==> src/rtl/icu_pkg.sv <==
// constants, field layouts and carrier types of the input capture unit
// assumes one clock domain; time base ticks arrive as one-cycle enables
package icu_pkg;

   // ----------------------------------------------------------------
   // sizes
   // ----------------------------------------------------------------
   localparam int ICU_TW = 16;
   localparam int ICU_FIFO_DEPTH = 4;
   localparam int ICU_NTB = 8;
   localparam int ICU_NSRC = 32;

   // ----------------------------------------------------------------
   // field positions of control words one and two
   // ----------------------------------------------------------------
   localparam int ICU_C1_MODE_LSB = 0;
   localparam int ICU_C1_NE_BIT = 3;
   localparam int ICU_C1_IDIV_LSB = 5;
   localparam int ICU_C1_TSEL_LSB = 10;
   localparam int ICU_C2_SSEL_LSB = 0;
   localparam int ICU_C2_TSTAT_BIT = 6;
   localparam int ICU_C2_TRIG_BIT = 7;
   localparam int ICU_C2_CASC_BIT = 8;

   // ----------------------------------------------------------------
   // encodings and reset values
   // ----------------------------------------------------------------
   localparam logic [2:0] ICU_MODE_OFF = 3'h0;
   localparam logic [2:0] ICU_MODE_BOTH = 3'h1;
   localparam logic [2:0] ICU_MODE_RISE = 3'h3;
   localparam logic [2:0] ICU_MODE_RISE4 = 3'h4;
   localparam logic [2:0] ICU_MODE_RISE16 = 3'h5;
   localparam logic [1:0] ICU_PRE4_LAST = 2'h3;
   localparam logic [3:0] ICU_PRE16_LAST = 4'hf;
   localparam logic [3:0] ICU_PRE_RST = 4'h0;
   localparam logic [4:0] ICU_SYNC_FREE = 5'h00;
   localparam logic [15:0] ICU_TMR_RST = 16'h0000;
   localparam logic [15:0] ICU_TMR_MAX = 16'hffff;
   localparam logic [1:0] ICU_IDIV_RST = 2'h0;

   typedef enum logic [1:0] {
      ICU_ST_HELD = 2'b00,
      ICU_ST_WAIT = 2'b01,
      ICU_ST_RUN = 2'b11
   } icu_state_e;

   typedef struct packed {
      logic cascade_enable;
      logic trigger_mode_select;
      logic [4:0] sync_source_select;
      logic [2:0] timebase_clock_select;
      logic [1:0] interrupt_divider;
      logic [2:0] capture_mode_select;
   } icu_ctl_s;

   typedef struct packed {
      logic fifo_not_empty;
      logic fifo_overflow;
      logic trigger_armed_status;
   } icu_sts_s;

endpackage : icu_pkg

==> src/rtl/icu_pair.sv <==
// pairs of input capture channels: edge timestamping into small fifos
// assumes inputs synchronous to clk_sys except capture_input (synchronised here)
`timescale 1ns/1ns

module icu_pair #(
   parameter int NPAIR = 1,
   parameter int DEPTH = icu_pkg::ICU_FIFO_DEPTH
) (
   input wire logic clk_sys,
   input wire logic rst,
   input wire logic [2*NPAIR-1:0][15:0] capture_control_one,
   input wire logic [2*NPAIR-1:0][15:0] capture_control_two,
   input wire logic [2*NPAIR-1:0] trigger_status_clear,
   input wire logic [2*NPAIR-1:0] overflow_clear,
   input wire logic [2*NPAIR-1:0] fifo_pop,
   input wire logic [2*NPAIR-1:0] capture_input,
   input wire logic [icu_pkg::ICU_NTB-1:0] timebase_tick,
   input wire logic [icu_pkg::ICU_NTB-1:0] timebase_on,
   input wire logic [icu_pkg::ICU_NSRC-1:0] sync_event,
   input wire logic [icu_pkg::ICU_NSRC-1:0] sync_source_on,
   output logic [NPAIR-1:0][15:0] capture_fifo_low_word,
   output logic [NPAIR-1:0][15:0] capture_fifo_high_word,
   output logic [2*NPAIR-1:0] fifo_not_empty,
   output logic [2*NPAIR-1:0] capture_irq,
   output icu_pkg::icu_sts_s [2*NPAIR-1:0] status,
   output logic [2*NPAIR-1:0][15:0] capture_control_one_rd
);

   localparam int NCH = 2 * NPAIR;
   localparam int PW = $clog2(DEPTH);
   localparam int CW = $clog2(DEPTH + 1);
   localparam logic [CW-1:0] CNT_FULL = CW'(DEPTH);
   localparam logic [CW-1:0] CNT_ZERO = '0;
   localparam logic [PW-1:0] PTR_ZERO = '0;

   // ----------------------------------------------------------------
   // per channel decode and cross-channel views
   // ----------------------------------------------------------------
   icu_pkg::icu_ctl_s [NCH-1:0] ctl;
   icu_pkg::icu_state_e own_st_nxt [NCH];
   icu_pkg::icu_state_e u_st_nxt [NCH];
   icu_pkg::icu_state_e st_ff [NCH];
   logic [NCH-1:0] own_on;
   logic [NCH-1:0] own_tick;
   logic [NCH-1:0] own_zero;
   logic [NCH-1:0] own_ev;
   logic [NCH-1:0] own_roll;
   logic [NCH-1:0] own_arm_nxt;
   logic [NCH-1:0] u_tick;
   logic [NCH-1:0] u_zero;
   logic [NCH-1:0] u_ev;
   logic [NCH-1:0] u_irq_ok;
   logic [NCH-1:0] armed_ff;
   logic [NCH-1:0][2:0] sync_ff;
   logic [NCH-1:0][3:0] pre_ff;
   logic [NCH-1:0][15:0] tmr_ff;
   logic [NCH-1:0][15:0] head;

   genvar g;
   generate
      for (g = 0; g < NCH; g++) begin : g_ch
         logic rise;
         logic fall;
         logic hit;
         logic src_ok;

         assign ctl[g].capture_mode_select =
            capture_control_one[g][icu_pkg::ICU_C1_MODE_LSB +: 3];
         assign ctl[g].interrupt_divider =
            capture_control_one[g][icu_pkg::ICU_C1_IDIV_LSB +: 2];
         assign ctl[g].timebase_clock_select =
            capture_control_one[g][icu_pkg::ICU_C1_TSEL_LSB +: 3];
         assign ctl[g].sync_source_select =
            capture_control_two[g][icu_pkg::ICU_C2_SSEL_LSB +: 5];
         assign ctl[g].trigger_mode_select =
            capture_control_two[g][icu_pkg::ICU_C2_TRIG_BIT];
         assign ctl[g].cascade_enable =
            capture_control_two[g][icu_pkg::ICU_C2_CASC_BIT];

         // edge detect on the second and third stage only
         assign rise = sync_ff[g][1] & ~sync_ff[g][2];
         assign fall = ~sync_ff[g][1] & sync_ff[g][2];

         assign src_ok = (ctl[g].sync_source_select == icu_pkg::ICU_SYNC_FREE) |
            sync_source_on[ctl[g].sync_source_select];
         assign own_on[g] = timebase_on[ctl[g].timebase_clock_select] & src_ok &
            (ctl[g].capture_mode_select != icu_pkg::ICU_MODE_OFF);
         assign own_tick[g] = timebase_tick[ctl[g].timebase_clock_select];
         assign hit = (ctl[g].sync_source_select != icu_pkg::ICU_SYNC_FREE) &
            sync_event[ctl[g].sync_source_select];
         assign own_roll[g] = (tmr_ff[g] == icu_pkg::ICU_TMR_MAX);

         // set wins over the software clear of the armed flag
         assign own_arm_nxt[g] = own_on[g] & ((ctl[g].trigger_mode_select & hit) |
            (armed_ff[g] & ~trigger_status_clear[g]));
         // sync mode restarts on each sync event; trigger mode on arming
         assign own_zero[g] = hit & (~ctl[g].trigger_mode_select | ~armed_ff[g]);

         always_comb begin
            if (!own_on[g]) begin
               own_st_nxt[g] = icu_pkg::ICU_ST_HELD;
            end else if (!ctl[g].trigger_mode_select || own_arm_nxt[g]) begin
               own_st_nxt[g] = icu_pkg::ICU_ST_RUN;
            end else begin
               own_st_nxt[g] = icu_pkg::ICU_ST_WAIT;
            end
         end

         always_comb begin
            own_ev[g] = 1'b0;
            if (st_ff[g] == icu_pkg::ICU_ST_RUN) begin
               case (ctl[g].capture_mode_select)
                  icu_pkg::ICU_MODE_BOTH: own_ev[g] = rise | fall;
                  icu_pkg::ICU_MODE_RISE: own_ev[g] = rise;
                  icu_pkg::ICU_MODE_RISE4:
                     own_ev[g] = rise & (pre_ff[g][1:0] == icu_pkg::ICU_PRE4_LAST);
                  icu_pkg::ICU_MODE_RISE16:
                     own_ev[g] = rise & (pre_ff[g] == icu_pkg::ICU_PRE16_LAST);
                  default: own_ev[g] = 1'b0;
               endcase
            end
         end

         // even channel of a pair may follow its odd partner
         if (g % 2 == 1) begin : g_even
            logic casc;
            assign casc = ctl[g].cascade_enable & ctl[g-1].cascade_enable;
            assign u_st_nxt[g] = casc ? own_st_nxt[g-1] : own_st_nxt[g];
            assign u_tick[g] = casc ? (own_tick[g-1] & own_roll[g-1]) : own_tick[g];
            assign u_zero[g] = casc ? own_zero[g-1] : own_zero[g];
            assign u_ev[g] = casc ? own_ev[g-1] : own_ev[g];
            assign u_irq_ok[g] = ~casc;
         end else begin : g_odd
            assign u_st_nxt[g] = own_st_nxt[g];
            assign u_tick[g] = own_tick[g];
            assign u_zero[g] = own_zero[g];
            assign u_ev[g] = own_ev[g];
            assign u_irq_ok[g] = 1'b1;
         end

         // ----------------------------------------------------------
         // timer, prescaler, fifo and interrupt state
         // ----------------------------------------------------------
         logic [15:0] mem_ff [DEPTH];
         logic [15:0] nxt_mem [DEPTH];
         logic [PW-1:0] wr_ff;
         logic [PW-1:0] rd_ff;
         logic [CW-1:0] cnt_ff;
         logic [1:0] icnt_ff;
         logic ovf_ff;
         logic irq_ff;
         logic [2:0] nxt_sync;
         logic [3:0] nxt_pre;
         logic [15:0] nxt_tmr;
         icu_pkg::icu_state_e nxt_st;
         logic nxt_armed;
         logic [PW-1:0] nxt_wr;
         logic [PW-1:0] nxt_rd;
         logic [CW-1:0] nxt_cnt;
         logic [1:0] nxt_icnt;
         logic nxt_ovf;
         logic nxt_irq;
         logic pop_ok;
         logic push_ok;

         always_comb begin
            nxt_sync = {sync_ff[g][1:0], capture_input[g]};
            nxt_st = u_st_nxt[g];
            nxt_armed = own_arm_nxt[g];
            nxt_tmr = tmr_ff[g];
            if (u_st_nxt[g] == icu_pkg::ICU_ST_HELD || u_zero[g]) begin
               nxt_tmr = icu_pkg::ICU_TMR_RST;
            end else if (st_ff[g] == icu_pkg::ICU_ST_RUN && u_tick[g]) begin
               nxt_tmr = 16'(tmr_ff[g] + 16'h0001);
            end
            nxt_pre = pre_ff[g];
            if (st_ff[g] != icu_pkg::ICU_ST_RUN) begin
               nxt_pre = icu_pkg::ICU_PRE_RST;
            end else if (rise) begin
               nxt_pre = 4'(pre_ff[g] + 4'h1);
            end
            for (int i = 0; i < DEPTH; i++) begin
               nxt_mem[i] = mem_ff[i];
            end
            pop_ok = fifo_pop[g] & (cnt_ff != CNT_ZERO);
            push_ok = u_ev[g] & ((cnt_ff != CNT_FULL) | pop_ok);
            nxt_wr = wr_ff;
            nxt_rd = rd_ff;
            nxt_cnt = cnt_ff;
            if (push_ok) begin
               nxt_mem[wr_ff] = tmr_ff[g];
               nxt_wr = PW'(wr_ff + 1'b1);
            end
            if (pop_ok) begin
               nxt_rd = PW'(rd_ff + 1'b1);
            end
            if (push_ok && !pop_ok) begin
               nxt_cnt = CW'(cnt_ff + 1'b1);
            end else if (pop_ok && !push_ok) begin
               nxt_cnt = CW'(cnt_ff - 1'b1);
            end
            // a drop in the same cycle as the clear keeps the flag
            nxt_ovf = (u_ev[g] & ~push_ok) | (ovf_ff & ~overflow_clear[g]);
            nxt_icnt = icnt_ff;
            nxt_irq = 1'b0;
            if (st_ff[g] == icu_pkg::ICU_ST_HELD) begin
               nxt_icnt = icu_pkg::ICU_IDIV_RST;
            end else if (u_ev[g] && u_irq_ok[g]) begin
               if (icnt_ff == ctl[g].interrupt_divider) begin
                  nxt_irq = 1'b1;
                  nxt_icnt = icu_pkg::ICU_IDIV_RST;
               end else begin
                  nxt_icnt = 2'(icnt_ff + 2'h1);
               end
            end
         end

         always_ff @(posedge clk_sys) begin
            if (rst) begin
               sync_ff[g] <= 3'h0;
               pre_ff[g] <= icu_pkg::ICU_PRE_RST;
               tmr_ff[g] <= icu_pkg::ICU_TMR_RST;
               st_ff[g] <= icu_pkg::ICU_ST_HELD;
               armed_ff[g] <= 1'b0;
               for (int i = 0; i < DEPTH; i++) begin
                  mem_ff[i] <= icu_pkg::ICU_TMR_RST;
               end
               wr_ff <= PTR_ZERO;
               rd_ff <= PTR_ZERO;
               cnt_ff <= CNT_ZERO;
               icnt_ff <= icu_pkg::ICU_IDIV_RST;
               ovf_ff <= 1'b0;
               irq_ff <= 1'b0;
            end else begin
               sync_ff[g] <= nxt_sync;
               pre_ff[g] <= nxt_pre;
               tmr_ff[g] <= nxt_tmr;
               st_ff[g] <= nxt_st;
               armed_ff[g] <= nxt_armed;
               for (int i = 0; i < DEPTH; i++) begin
                  mem_ff[i] <= nxt_mem[i];
               end
               wr_ff <= nxt_wr;
               rd_ff <= nxt_rd;
               cnt_ff <= nxt_cnt;
               icnt_ff <= nxt_icnt;
               ovf_ff <= nxt_ovf;
               irq_ff <= nxt_irq;
            end
         end

         // ----------------------------------------------------------
         // outputs
         // ----------------------------------------------------------
         assign head[g] = mem_ff[rd_ff];
         assign fifo_not_empty[g] = (cnt_ff != CNT_ZERO);
         assign capture_irq[g] = irq_ff;
         assign status[g].fifo_not_empty = (cnt_ff != CNT_ZERO);
         assign status[g].fifo_overflow = ovf_ff;
         assign status[g].trigger_armed_status = armed_ff[g];
         always_comb begin
            capture_control_one_rd[g] = 16'h0000;
            capture_control_one_rd[g][icu_pkg::ICU_C1_MODE_LSB +: 3] =
               ctl[g].capture_mode_select;
            capture_control_one_rd[g][icu_pkg::ICU_C1_NE_BIT] =
               (cnt_ff != CNT_ZERO);
            capture_control_one_rd[g][icu_pkg::ICU_C1_IDIV_LSB +: 2] =
               ctl[g].interrupt_divider;
            capture_control_one_rd[g][icu_pkg::ICU_C1_TSEL_LSB +: 3] =
               ctl[g].timebase_clock_select;
         end
      end

      // odd channel gives the low word, even channel the high word
      for (g = 0; g < NPAIR; g++) begin : g_pair
         assign capture_fifo_low_word[g] = head[2*g];
         assign capture_fifo_high_word[g] = head[2*g+1];
      end
   endgenerate

endmodule : icu_pair

==> config.mk <==
export PLATFORM = sky130hd
export DESIGN_NAME = icu_pair
export DESIGN_NICKNAME = d
export VERILOG_FILES = /design/src/rtl/icu_pkg.sv /design/src/rtl/icu_pair.sv
export SDC_FILE = /design/constraint.sdc
export NUM_CORES = 1
export LEC_CHECK = 0
export BUFFER_PORTS_ARGS = -buffer_cell sky130_fd_sc_hd__buf_2
export CAP_MARGIN = 20
export CORE_UTILIZATION = 50
export DETAILED_ROUTE_END_ITERATION = 10
export PLACE_DENSITY_LB_ADDON = 0.3
export RECOVER_POWER = 25
export SYNTH_ARGS = -nofsm -noshare
export SYNTH_HDL_FRONTEND = slang
export SYNTH_SLANG_ARGS = --single-unit
==> constraint.sdc <==
create_clock -name clk_sys -period 4.2 [get_ports clk_sys]
set_input_delay 0.21 -clock clk_sys [delete_from_list [all_inputs] [get_ports clk_sys]]
set_output_delay 0.21 -clock clk_sys [all_outputs]
set_load 0.05 [all_outputs]
==> results of run 1 <==
==> layer usage <==
metal	wire, um	GRT usage [%]	up-vias
li1	-	-	4180
met1	10700	29.0	3996
met2	12500	39.0	241
met3	1310	3.18	54
met4	761	7.58	0
met5	0	0	-
==> final timing paths <==
path                  startpoint             endpoint  slack, ns
max reg2reg           sync_ff[2]    g_ch[1].cnt_ff[2]       0.82
min            overflow_clear[1]       g_ch[1].ovf_ff      0.009
max                   sync_ff[2]    g_ch[1].cnt_ff[2]       0.82
min reg2reg  g_ch[0].nxt_sync[1]  g_ch[0].nxt_sync[2]       0.45
==> cells in the mapped netlist, drive strengths merged (17+ instances only) <==
master | n | share of area [%]
a21oi | 86 | 4.3
buf | 84 | 5.2
clkbuf | 45 | 1.5
dfxtp | 206 | 37
inv | 26 | 0.89
mux2 | 17 | 1.7
mux2i | 93 | 8.5
mux4 | 58 | 12
nand2 | 101 | 3.5
nand3 | 83 | 3.8
nor2 | 116 | 4.0
nor3 | 23 | 1.5
xnor2 | 28 | 2.2
xor2 | 21 | 1.7
==> layout make-up <==
cell class | count | area, um2
fill | 1867 | 8980
multi-input combinational | 792 | 6070
sequential | 206 | 4120
timing repair buffer | 189 | 955
clock buffer | 36 | 684
tap | 275 | 344
inverter | 26 | 97.6
clock inverter | 4 | 23.8
==> worst max-delay path, stage by stage (launching register included) <==
cell	delay, ns
dfxtp_1	0.31
inv_1	0.04
ha_1	0.27
nor2b_1	0.14
o32ai_1	0.41
nand4b_2	0.44
a21boi_2	0.37
ha_1	0.24
inv_1	0.06
fa_1	0.38
xor2_1	0.18
or3_1	0.31
a21oi_1	0.13
==> sequential cells by signal, indices dropped and copies added, names as in the netlist, named ones only <==
name / flops
g_ch.ovf_ff: 2
g_ch.cnt_ff: 6
sync_ff: 2
g_ch.wr_ff: 4
g_ch.nxt_sync: 4
g_ch.rd_ff: 4
g_ch.irq_ff: 2
pre_ff: 8
status: 2
tmr_ff: 32
g_ch.mem_ff: 128
g_ch.icnt_ff: 4
st_ff: 4
==> stage by stage <==
stage | worst slack [ns] | total power, mW | instance area, um2
5_1_grt | 0.479 | 5.16 | 12300
3_5_place_dp | 0.891 | 3.13 | 11600
2_1_floorplan | 1.20 | 2.96 | 11100
6_report | 0.823 | 4.94 | 12300
3_3_place_gp | 0.964 | 3.10 | 11600
4_1_cts | 0.821 | 5.02 | 12300
==> cell families (layout without fill, tap and decap cells) <==
family                   Yosys count  in the layout  share of synthesized area, %
other                              1             14                        0.0341
multiplexers                     168            168                          22.2
buffers and inverters            155            255                          7.62
flip-flops                       206            206                          37.5
XOR/XNOR                          49             49                          3.90
AO/OA/AOI/OAI                    141            141                          8.59
adder cells (fa/ha/maj)           18             18                          2.18
AND/OR/NAND/NOR                  402            402                          18.0
==> timing repair <==
action / CTS / global route
hold endpoints to repair: 3 / 0
hold buffers: 3 / 0
resized for setup: 0 / 0
setup buffers: 0 / 0
==> where the power goes <==
part           internal (mW)  switching, mW  total [mW]  leakage [nW]
clock network           1.11          0.764        1.88         0.351
logic                  0.329          0.628       0.958          2.35
registers               2.01         0.0960        2.11          1.66
==> cells in the final DEF, fill, tap and decap left out, types with 3 or more instances in the layout <==
cell	netlist	final
nand3_1	83	83
nand4_1	11	12
mux4_2	53	53
nor3_2	11	11
and2_1	9	7
clkinv_2	0	3
o22ai_1	4	4
dlygate4sd3_1	0	3
a21oi_1	82	82
nor3_1	12	12
o21ai_0	10	11
ha_1	16	16
mux4_1	4	4
conb_1	1	14
or3_1	11	11
buf_2	24	149
buf_4	39	4
mux2_2	17	16
nor2_1	116	116
a21boi_0	4	4
a21oi_4	4	4
o31ai_1	3	3
a22oi_1	3	3
dfxtp_1	206	206
a211oi_1	7	7
xnor2_1	28	28
nand2_1	99	99
xor2_1	21	21
clkbuf_1	44	36
and4_1	5	4
clkbuf_8	0	6
clkbuf_16	0	23
nor2b_1	10	10
inv_1	25	25
mux2i_1	93	93
nor4_1	5	5
nand2b_1	10	10
==> impl_metrics.tcl, run 1 <==
set metrics [dict create \
    endpoint_kind "flop" \
    dp_hpwl_mm 17.6 \
    via_per_inst 5.54 \
    min_path_cells 4 \
    period_needed_ns 3.38 \
    yosysWarnings 0 \
    synth_area_um2 11000 \
    startpoint_type "flop" \
    power.leakage_nw 4.36 \
    drt_wl_total_mm 25.3 \
    required_ns 4.60 \
    routabilityCongestion 0.870 \
    finalClockSkew_ns 0.00553 \
    drive_gt1_share_pct 23.2 \
    coreArea_um2 21300 \
    fmax_mhz 296 \
    synth_area_per_cell_um2 9.65 \
    grt_overflow 0 \
    slew_violations 106 \
    hold_ws_ns 0.00931 \
    ys_seq_area_share_pct 37.5 \
    drt_drc_violations_left 0 \
    grt_max_degree 89 \
    fp.dieArea_um2 22600 \
    power_density_nw_per_um2 401 \
    yosysUniqueCellTypes 74 \
    insertion_delay_ns 0.50 \
    clock_sinks 206 \
    cts_max_level 1 \
    tightest_slew_ns 1.90 \
    grt_usage_pct 22.6 \
    num_vias 8471 \
    clockBufferDepth 3 \
    ios 228 \
    run_status "complete, but fails checks" \
    dr.pass1.iters 5 \
    numPlacedInstances 1484 \
    drt_iter0_drc 448 \
    relSlewSlack_pct -28.0 \
    crit_fanout 6 \
    start_util_pct 51.7 \
    first_global_vias 8141 \
    crit_arrival_ns 3.78 \
    grt_pass1_wl_mm 41.4 \
    maxCapViolations 2 \
    post-route-period-util_pct 80.4 \
    setup_violations 0 \
    ys.flop_type "dfxtp_1" \
    rows 53 \
    area_growth_pct 11.8 \
    ant_nets 0 \
    final_cells 1528 \
    violations "capacitance limit, slew limit" \
    wl_per_cell_um 16.5 \
    antenna_found_initial 0 \
    die_y_um 150 \
    hold_class "primary input to flop" \
    setup_tns_ns 0 \
    clockRootBuffer "clkbuf_16" \
    n_antenna_cell 0 \
    die_w_um 150 \
    synth_edf_count 0 \
    cts_buffers 23 \
    path_class "flop to flop" \
    final_nets 1410 \
    clk_pin_slew_ns 0.06 \
    final_util_pct 57.8 \
    io_buffers 179 \
    cts_tree "built" \
    vdd_ir_drop_max_mv 0.297 \
    rr_worst_depth 12 \
    hold_viol 0 \
    async_flop_share_pct 0 \
    rsz0062_at_grt "false" \
    ys_seq_elements 206 \
    netlist_instances 1140 \
]
Power figures use the tool's default switching activity.
==> inputs of run 2 (changes only) <==
clock period = 3.1 ns   (was 4.2 ns; I/O delays follow)
==> impl_metrics.tcl, run 2 (synthesis gave the netlist of run 1 again) <==
set metrics [dict create \
    grt_pass1_wl_mm 40.8 \
    largest_reg_flops 128 \
    clock_sinks 206 \
    fp.dieArea_um2 22600 \
    finalWorstSetupSlack_ns 0.205 \
    endpoint_kind "flop" \
    crit_fanout 5 \
    hold_class "primary input to flop" \
    power.total_mw 6.73 \
    cts_max_level 1 \
    crit_buf_inv 2 \
    io_buffers 179 \
    fmax_mhz 345 \
    run_status "complete, but fails checks" \
    grt_overflow 0 \
    relSlewSlack_pct -4.95 \
    setup_violations 0 \
    coreArea_um2 21300 \
    crit_path_frequent_cell "inv_1" \
    via_per_inst 5.53 \
    drt_iter0_drc 366 \
    wl_per_cell_um 16.1 \
    ant_nets 0 \
    die_y_um 150 \
    antenna_found_initial 0 \
    slew_violations 77 \
    dp_hpwl_mm 17.4 \
    num_vias 8601 \
    required_ns 3.52 \
    clk_pin_slew_ns 0.06 \
    rsz0062_at_grt "false" \
    met3_usage_pct 2.64 \
    maxCapViolations 1 \
    vdd_ir_drop_max_mv 0.335 \
    mostFrequentLayoutCells "dfxtp_1 (206), buf_2 (149), nor2_1 (116), nand2_1 (99), mux2i_1 (93)" \
    post-route-period-util_pct 93.4 \
    grt_util_met2_pct 38.7 \
    routabilityCongestion 0.871 \
    drt_drc_violations_left 0 \
    start_util_pct 51.7 \
    clockRootBuffer "clkbuf_16" \
    die_w_um 150 \
    path_class "flop to flop" \
    critPathSlowestCell "or4_4" \
    drt_wl_total_mm 25.1 \
    fillers 1900 \
    layout_commonest_cell "dfxtp_1" \
    crit_chain "inv_1 > ha_2 > nand2_2 > o31a_1 > or4_4 > a21boi_2 > ha_1 > inv_1 > fa_1 > xor2_1 > or3_1 > a21oi_1" \
    n_antenna_cell 0 \
    power.leakage_nw 4.49 \
    tightest_slew_ns 1.57 \
    crit_family "simple AND/OR/NAND/NOR gates" \
    final_cells 1554 \
    dr.pass1.iters 5 \
    rows 53 \
    final_nets 1435 \
    busiest_layer "met2" \
    insertion_delay_ns 0.50 \
    hold_viol 0 \
    violations "capacitance limit, slew limit" \
    final_util_pct 58.8 \
    area_growth_pct 13.7 \
    cts_tree "built" \
    numPlacedInstances 1506 \
    setup_tns_ns 0 \
    period_needed_ns 2.89 \
    finalClockSkew_ns 0.0104 \
    ios 228 \
    drive_gt1_share_pct 24.6 \
    crit_arrival_ns 3.32 \
    clockBufferDepth 3 \
    met1_usage_pct 28.6 \
    startpoint_type "flop" \
    cts_buffers 23 \
    power_density_nw_per_um2 538 \
    dp_slack_ns 0.172 \
    grt_usage_pct 22.4 \
    max_stage_delay_ns 0.49 \
    first_global_vias 8263 \
    grt_max_degree 81 \
    top_register "g_ch.mem_ff" \
    top_regs "g_ch.mem_ff (128), tmr_ff (32), pre_ff (8)" \
]
## run 2: area by class of cell
cell class	count	area, um2	area share [%]
tap	275	344	2.75
multi-input combinational	792	6080	48.6
clock inverter	4	20.0	0.160
sequential	206	4120	33.0
timing repair buffer	214	1130	9.06
clock buffer	37	708	5.66
inverter	26	97.6	0.780
## run 2: final timing paths
check	cells past startpoint	slack, ns	start	to
max	12	0.21	sync_ff[5]	g_ch[1].cnt_ff[2]
min	3	0.01	capture_control_one[5]	g_ch[0].irq_ff
max reg2reg	12	0.21	sync_ff[5]	g_ch[1].cnt_ff[2]
min reg2reg	1	0.44	g_ch[0].nxt_sync[1]	g_ch[0].nxt_sync[2]
## run 2: worst reg2reg max path: stages (launching register included)
cell,delay (ns)
dfxtp_1,0.30
inv_1,0.05
ha_2,0.23
nand2_2,0.08
o31a_1,0.23
or4_4,0.49
a21boi_2,0.19
ha_1,0.20
inv_1,0.06
fa_1,0.37
xor2_1,0.18
or3_1,0.30
a21oi_1,0.14
## run 2: through the flow
stage,hold WS [ns],cell area (um2)
after detailed placement,0.373,11800
after global routing,0.0283,12500
after floorplan,0.283,11100
after global placement,0.372,11800
after CTS,0.00155,12600
final,0.0120,12500
## run 2: power breakdown
part | internal, mW | switching [mW] | total [mW]
registers | 2.72 | 0.0968 | 2.82
clock network | 1.55 | 1.03 | 2.58
logic | 0.441 | 0.887 | 1.33
total | 4.72 | 2.01 | 6.73
## run 2: per-layer routing
layer / wire length, um / vias to the layer above
li1: - / 4233
met3: 1180 / 51
met2: 12400 / 230
met5: 0 / -
met4: 779 / 0
met1: 10700 / 4087
## run 2: repair_timing
action / 4_1_cts / 5_1_grt
hold buffers: 7 / 0
setup endpoints to repair: 0 / 1
hold endpoints to repair: 6 / 0
gates resized for setup: 0 / 1
setup buffers: 0 / 0
==> inputs of run 3 (changes only) <==
clock period = 2.6 ns   (was 3.1 ns; I/O delays follow)
==> impl_metrics.tcl, run 3 (synthesis gave the netlist of run 1 again) <==
set metrics [dict create \
    ios 228 \
    post-route-period-util_pct 103 \
    rsz0062_at_grt "true" \
    finalWorstSetupSlack_ns -0.0728 \
    setup_violations 1 \
    num_vias 8782 \
    regToRegSetupSlack_ns -0.07 \
    cts_buffers 24 \
    wl_per_cell_um 16.2 \
    finish.instance_area_um2 13100 \
    largest_reg_flops 128 \
    maxCapViolations 0 \
    mostFrequentLayoutCells "dfxtp_1 (201), buf_2 (178), nor2_1 (116), nand2_1 (99), mux2i_1 (93)" \
    crit_fanout 2 \
    dpl-instance-area_um2 12100 \
    antenna_found_initial 1 \
    run_status "complete, but fails checks" \
    fmax_mhz 374 \
    multi_input_comb_area_um2 6210 \
    io_buffers 179 \
    clockBufferDepth 3 \
    area_growth_pct 18.8 \
    combPwrFrac_pct 21.0 \
    slew_violations 0 \
    regArea_um2 4130 \
    routabilityCongestion 0.842 \
    vdd_ir_drop_max_mv 0.429 \
    drt_drc_violations_left 0 \
    rows 53 \
    dp_slack_ns -0.122 \
    fp.dieArea_um2 22600 \
    numPlacedInstances 1534 \
    required_ns 3.04 \
    first_global_vias 8526 \
    clockRootBuffer "clkbuf_16" \
    grt_usage_pct 23.1 \
    die_w_um 150 \
    path_class "flop to flop" \
    finalClockSkew_ns 0.0104 \
    endpoint_kind "flop" \
    startpoint_type "flop" \
    power.leakage_nw 4.84 \
    die_y_um 150 \
    drive_gt1_share_pct 30.4 \
    via_per_inst 5.52 \
    hold_viol 0 \
    drt_iter0_drc 473 \
    clkPwrFrac_pct 38.5 \
    dr.pass1.iters 5 \
    insertion_delay_ns 0.51 \
    dp_hpwl_mm 18.0 \
    pwr-share-seq_pct 40.5 \
    n_antenna_cell 0 \
    relSlewSlack_pct 40.0 \
    tightest_slew_ns 0.901 \
    power_density_nw_per_um2 631 \
    coreArea_um2 21300 \
    top_regs "g_ch.mem_ff (128), tmr_ff (32), pre_ff (8)" \
    fillers 1827 \
    period_needed_ns 2.67 \
    grt_max_degree 157 \
    ant_nets 0 \
    hold_class "primary input to flop" \
    layout_commonest_cell "dfxtp_1" \
    p_switching_mw 2.51 \
    crit_arrival_ns 3.12 \
    final_nets 1473 \
    top_register "g_ch.mem_ff" \
    intPower_mw 5.74 \
    violations "setup timing" \
    start_util_pct 51.7 \
    p_sw_share_pct 30.4 \
    cts_tree "built" \
    cts_max_level 1 \
    drt_wl_total_mm 25.8 \
    grt_overflow 0 \
    clk_pin_slew_ns 0.06 \
    grt_pass1_wl_mm 42.2 \
    final_cells 1592 \
    clock_sinks 206 \
]
[run 3: cell types whose count changed in the layout (fill, tap and decap cells not counted), moves of 4 or more]
cell           previous run  this run
dfxtp_2                   0         5
clkbuf_1                 36         5
buf_12                    0         6
buf_2                   149       178
dlygate4sd3_1             7        11
dfxtp_1                 206       201
ha_1                     15        11
inv_2                     1         5
buf_4                    26        56
inv_1                    25        21
ha_4                      0         4
[run 3: final timing paths]
check / from / endpoint / depth (start not counted)
worst min register to register: g_ch[1].nxt_sync[1] / g_ch[1].nxt_sync[2] / 1
worst max register to register: pre_ff[4] / g_ch[1].cnt_ff[2] / 11
worst min-delay path: fifo_pop[0] / flop / 4
worst max-delay path: pre_ff[4] / g_ch[1].cnt_ff[2] / 11
[run 3: power by group through the flow]
| stage | clock [mW] | sequential [mW] | combinational, mW |
|---|---|---|---|
| 3_3_place_gp | 0 | 3.40 | 1.68 |
| 2_1_floorplan | 0 | 3.37 | 1.44 |
| 3_5_place_dp | 0 | 3.41 | 1.70 |
| 4_1_cts | 3.23 | 3.34 | 1.72 |
| 6_report | 3.17 | 3.34 | 1.73 |
| 5_1_grt | 3.36 | 3.36 | 1.86 |
[run 3: cell type report]
type | instances | area share [%]
inverter | 26 | 0.746
multi-input combinational | 792 | 47.5
timing repair buffer | 251 | 11.8
tap | 275 | 2.63
clock inverter | 7 | 0.440
sequential | 206 | 31.6
clock buffer | 35 | 5.37
[run 3: per-layer routing]
| layer | GRT usage (%) | vias up | share of wire, % |
|---|---|---|---|
| met5 | 0 | - | 0.050 |
| li1 | - | 4302 | - |
| met4 | 6.26 | 2 | 2.1 |
| met3 | 3.06 | 48 | 5.0 |
| met1 | 29.1 | 4192 | 43 |
| met2 | 41.2 | 238 | 50 |
[run 3: worst max-delay path: stages, from the launching register on]
cell,delay [ns]
dfxtp_2,0.36
ha_4,0.14
nand2_2,0.05
o31a_1,0.23
or4_4,0.51
a21boi_4,0.15
ha_2,0.20
inv_2,0.04
fa_2,0.32
xor2_1,0.15
or3_1,0.30
a21oi_1,0.14
[run 3: through the flow]
step / hold slack (ns) / util (%) / setup TNS, ns / total power [mW]
after floorplan: 0.258 / - / -0.289 / 4.81
after global placement: 0.344 / 57.1 / -0.0913 / 5.08
after detailed placement: 0.359 / 57.1 / -0.195 / 5.11
after CTS: 0.0169 / 61.2 / -0.0601 / 8.29
after global routing: 0.0411 / 61.4 / -0.206 / 8.58
final: 0.0179 / 61.4 / -0.0728 / 8.25
[run 3: timing repair]
item                       in CTS  in global routing
setup endpoints to repair       2                  3
hold endpoints to repair        9                  0
setup buffers                   3                  2
pin swaps                       8                  6
hold buffers                   11                  0
resized for setup               2                  6
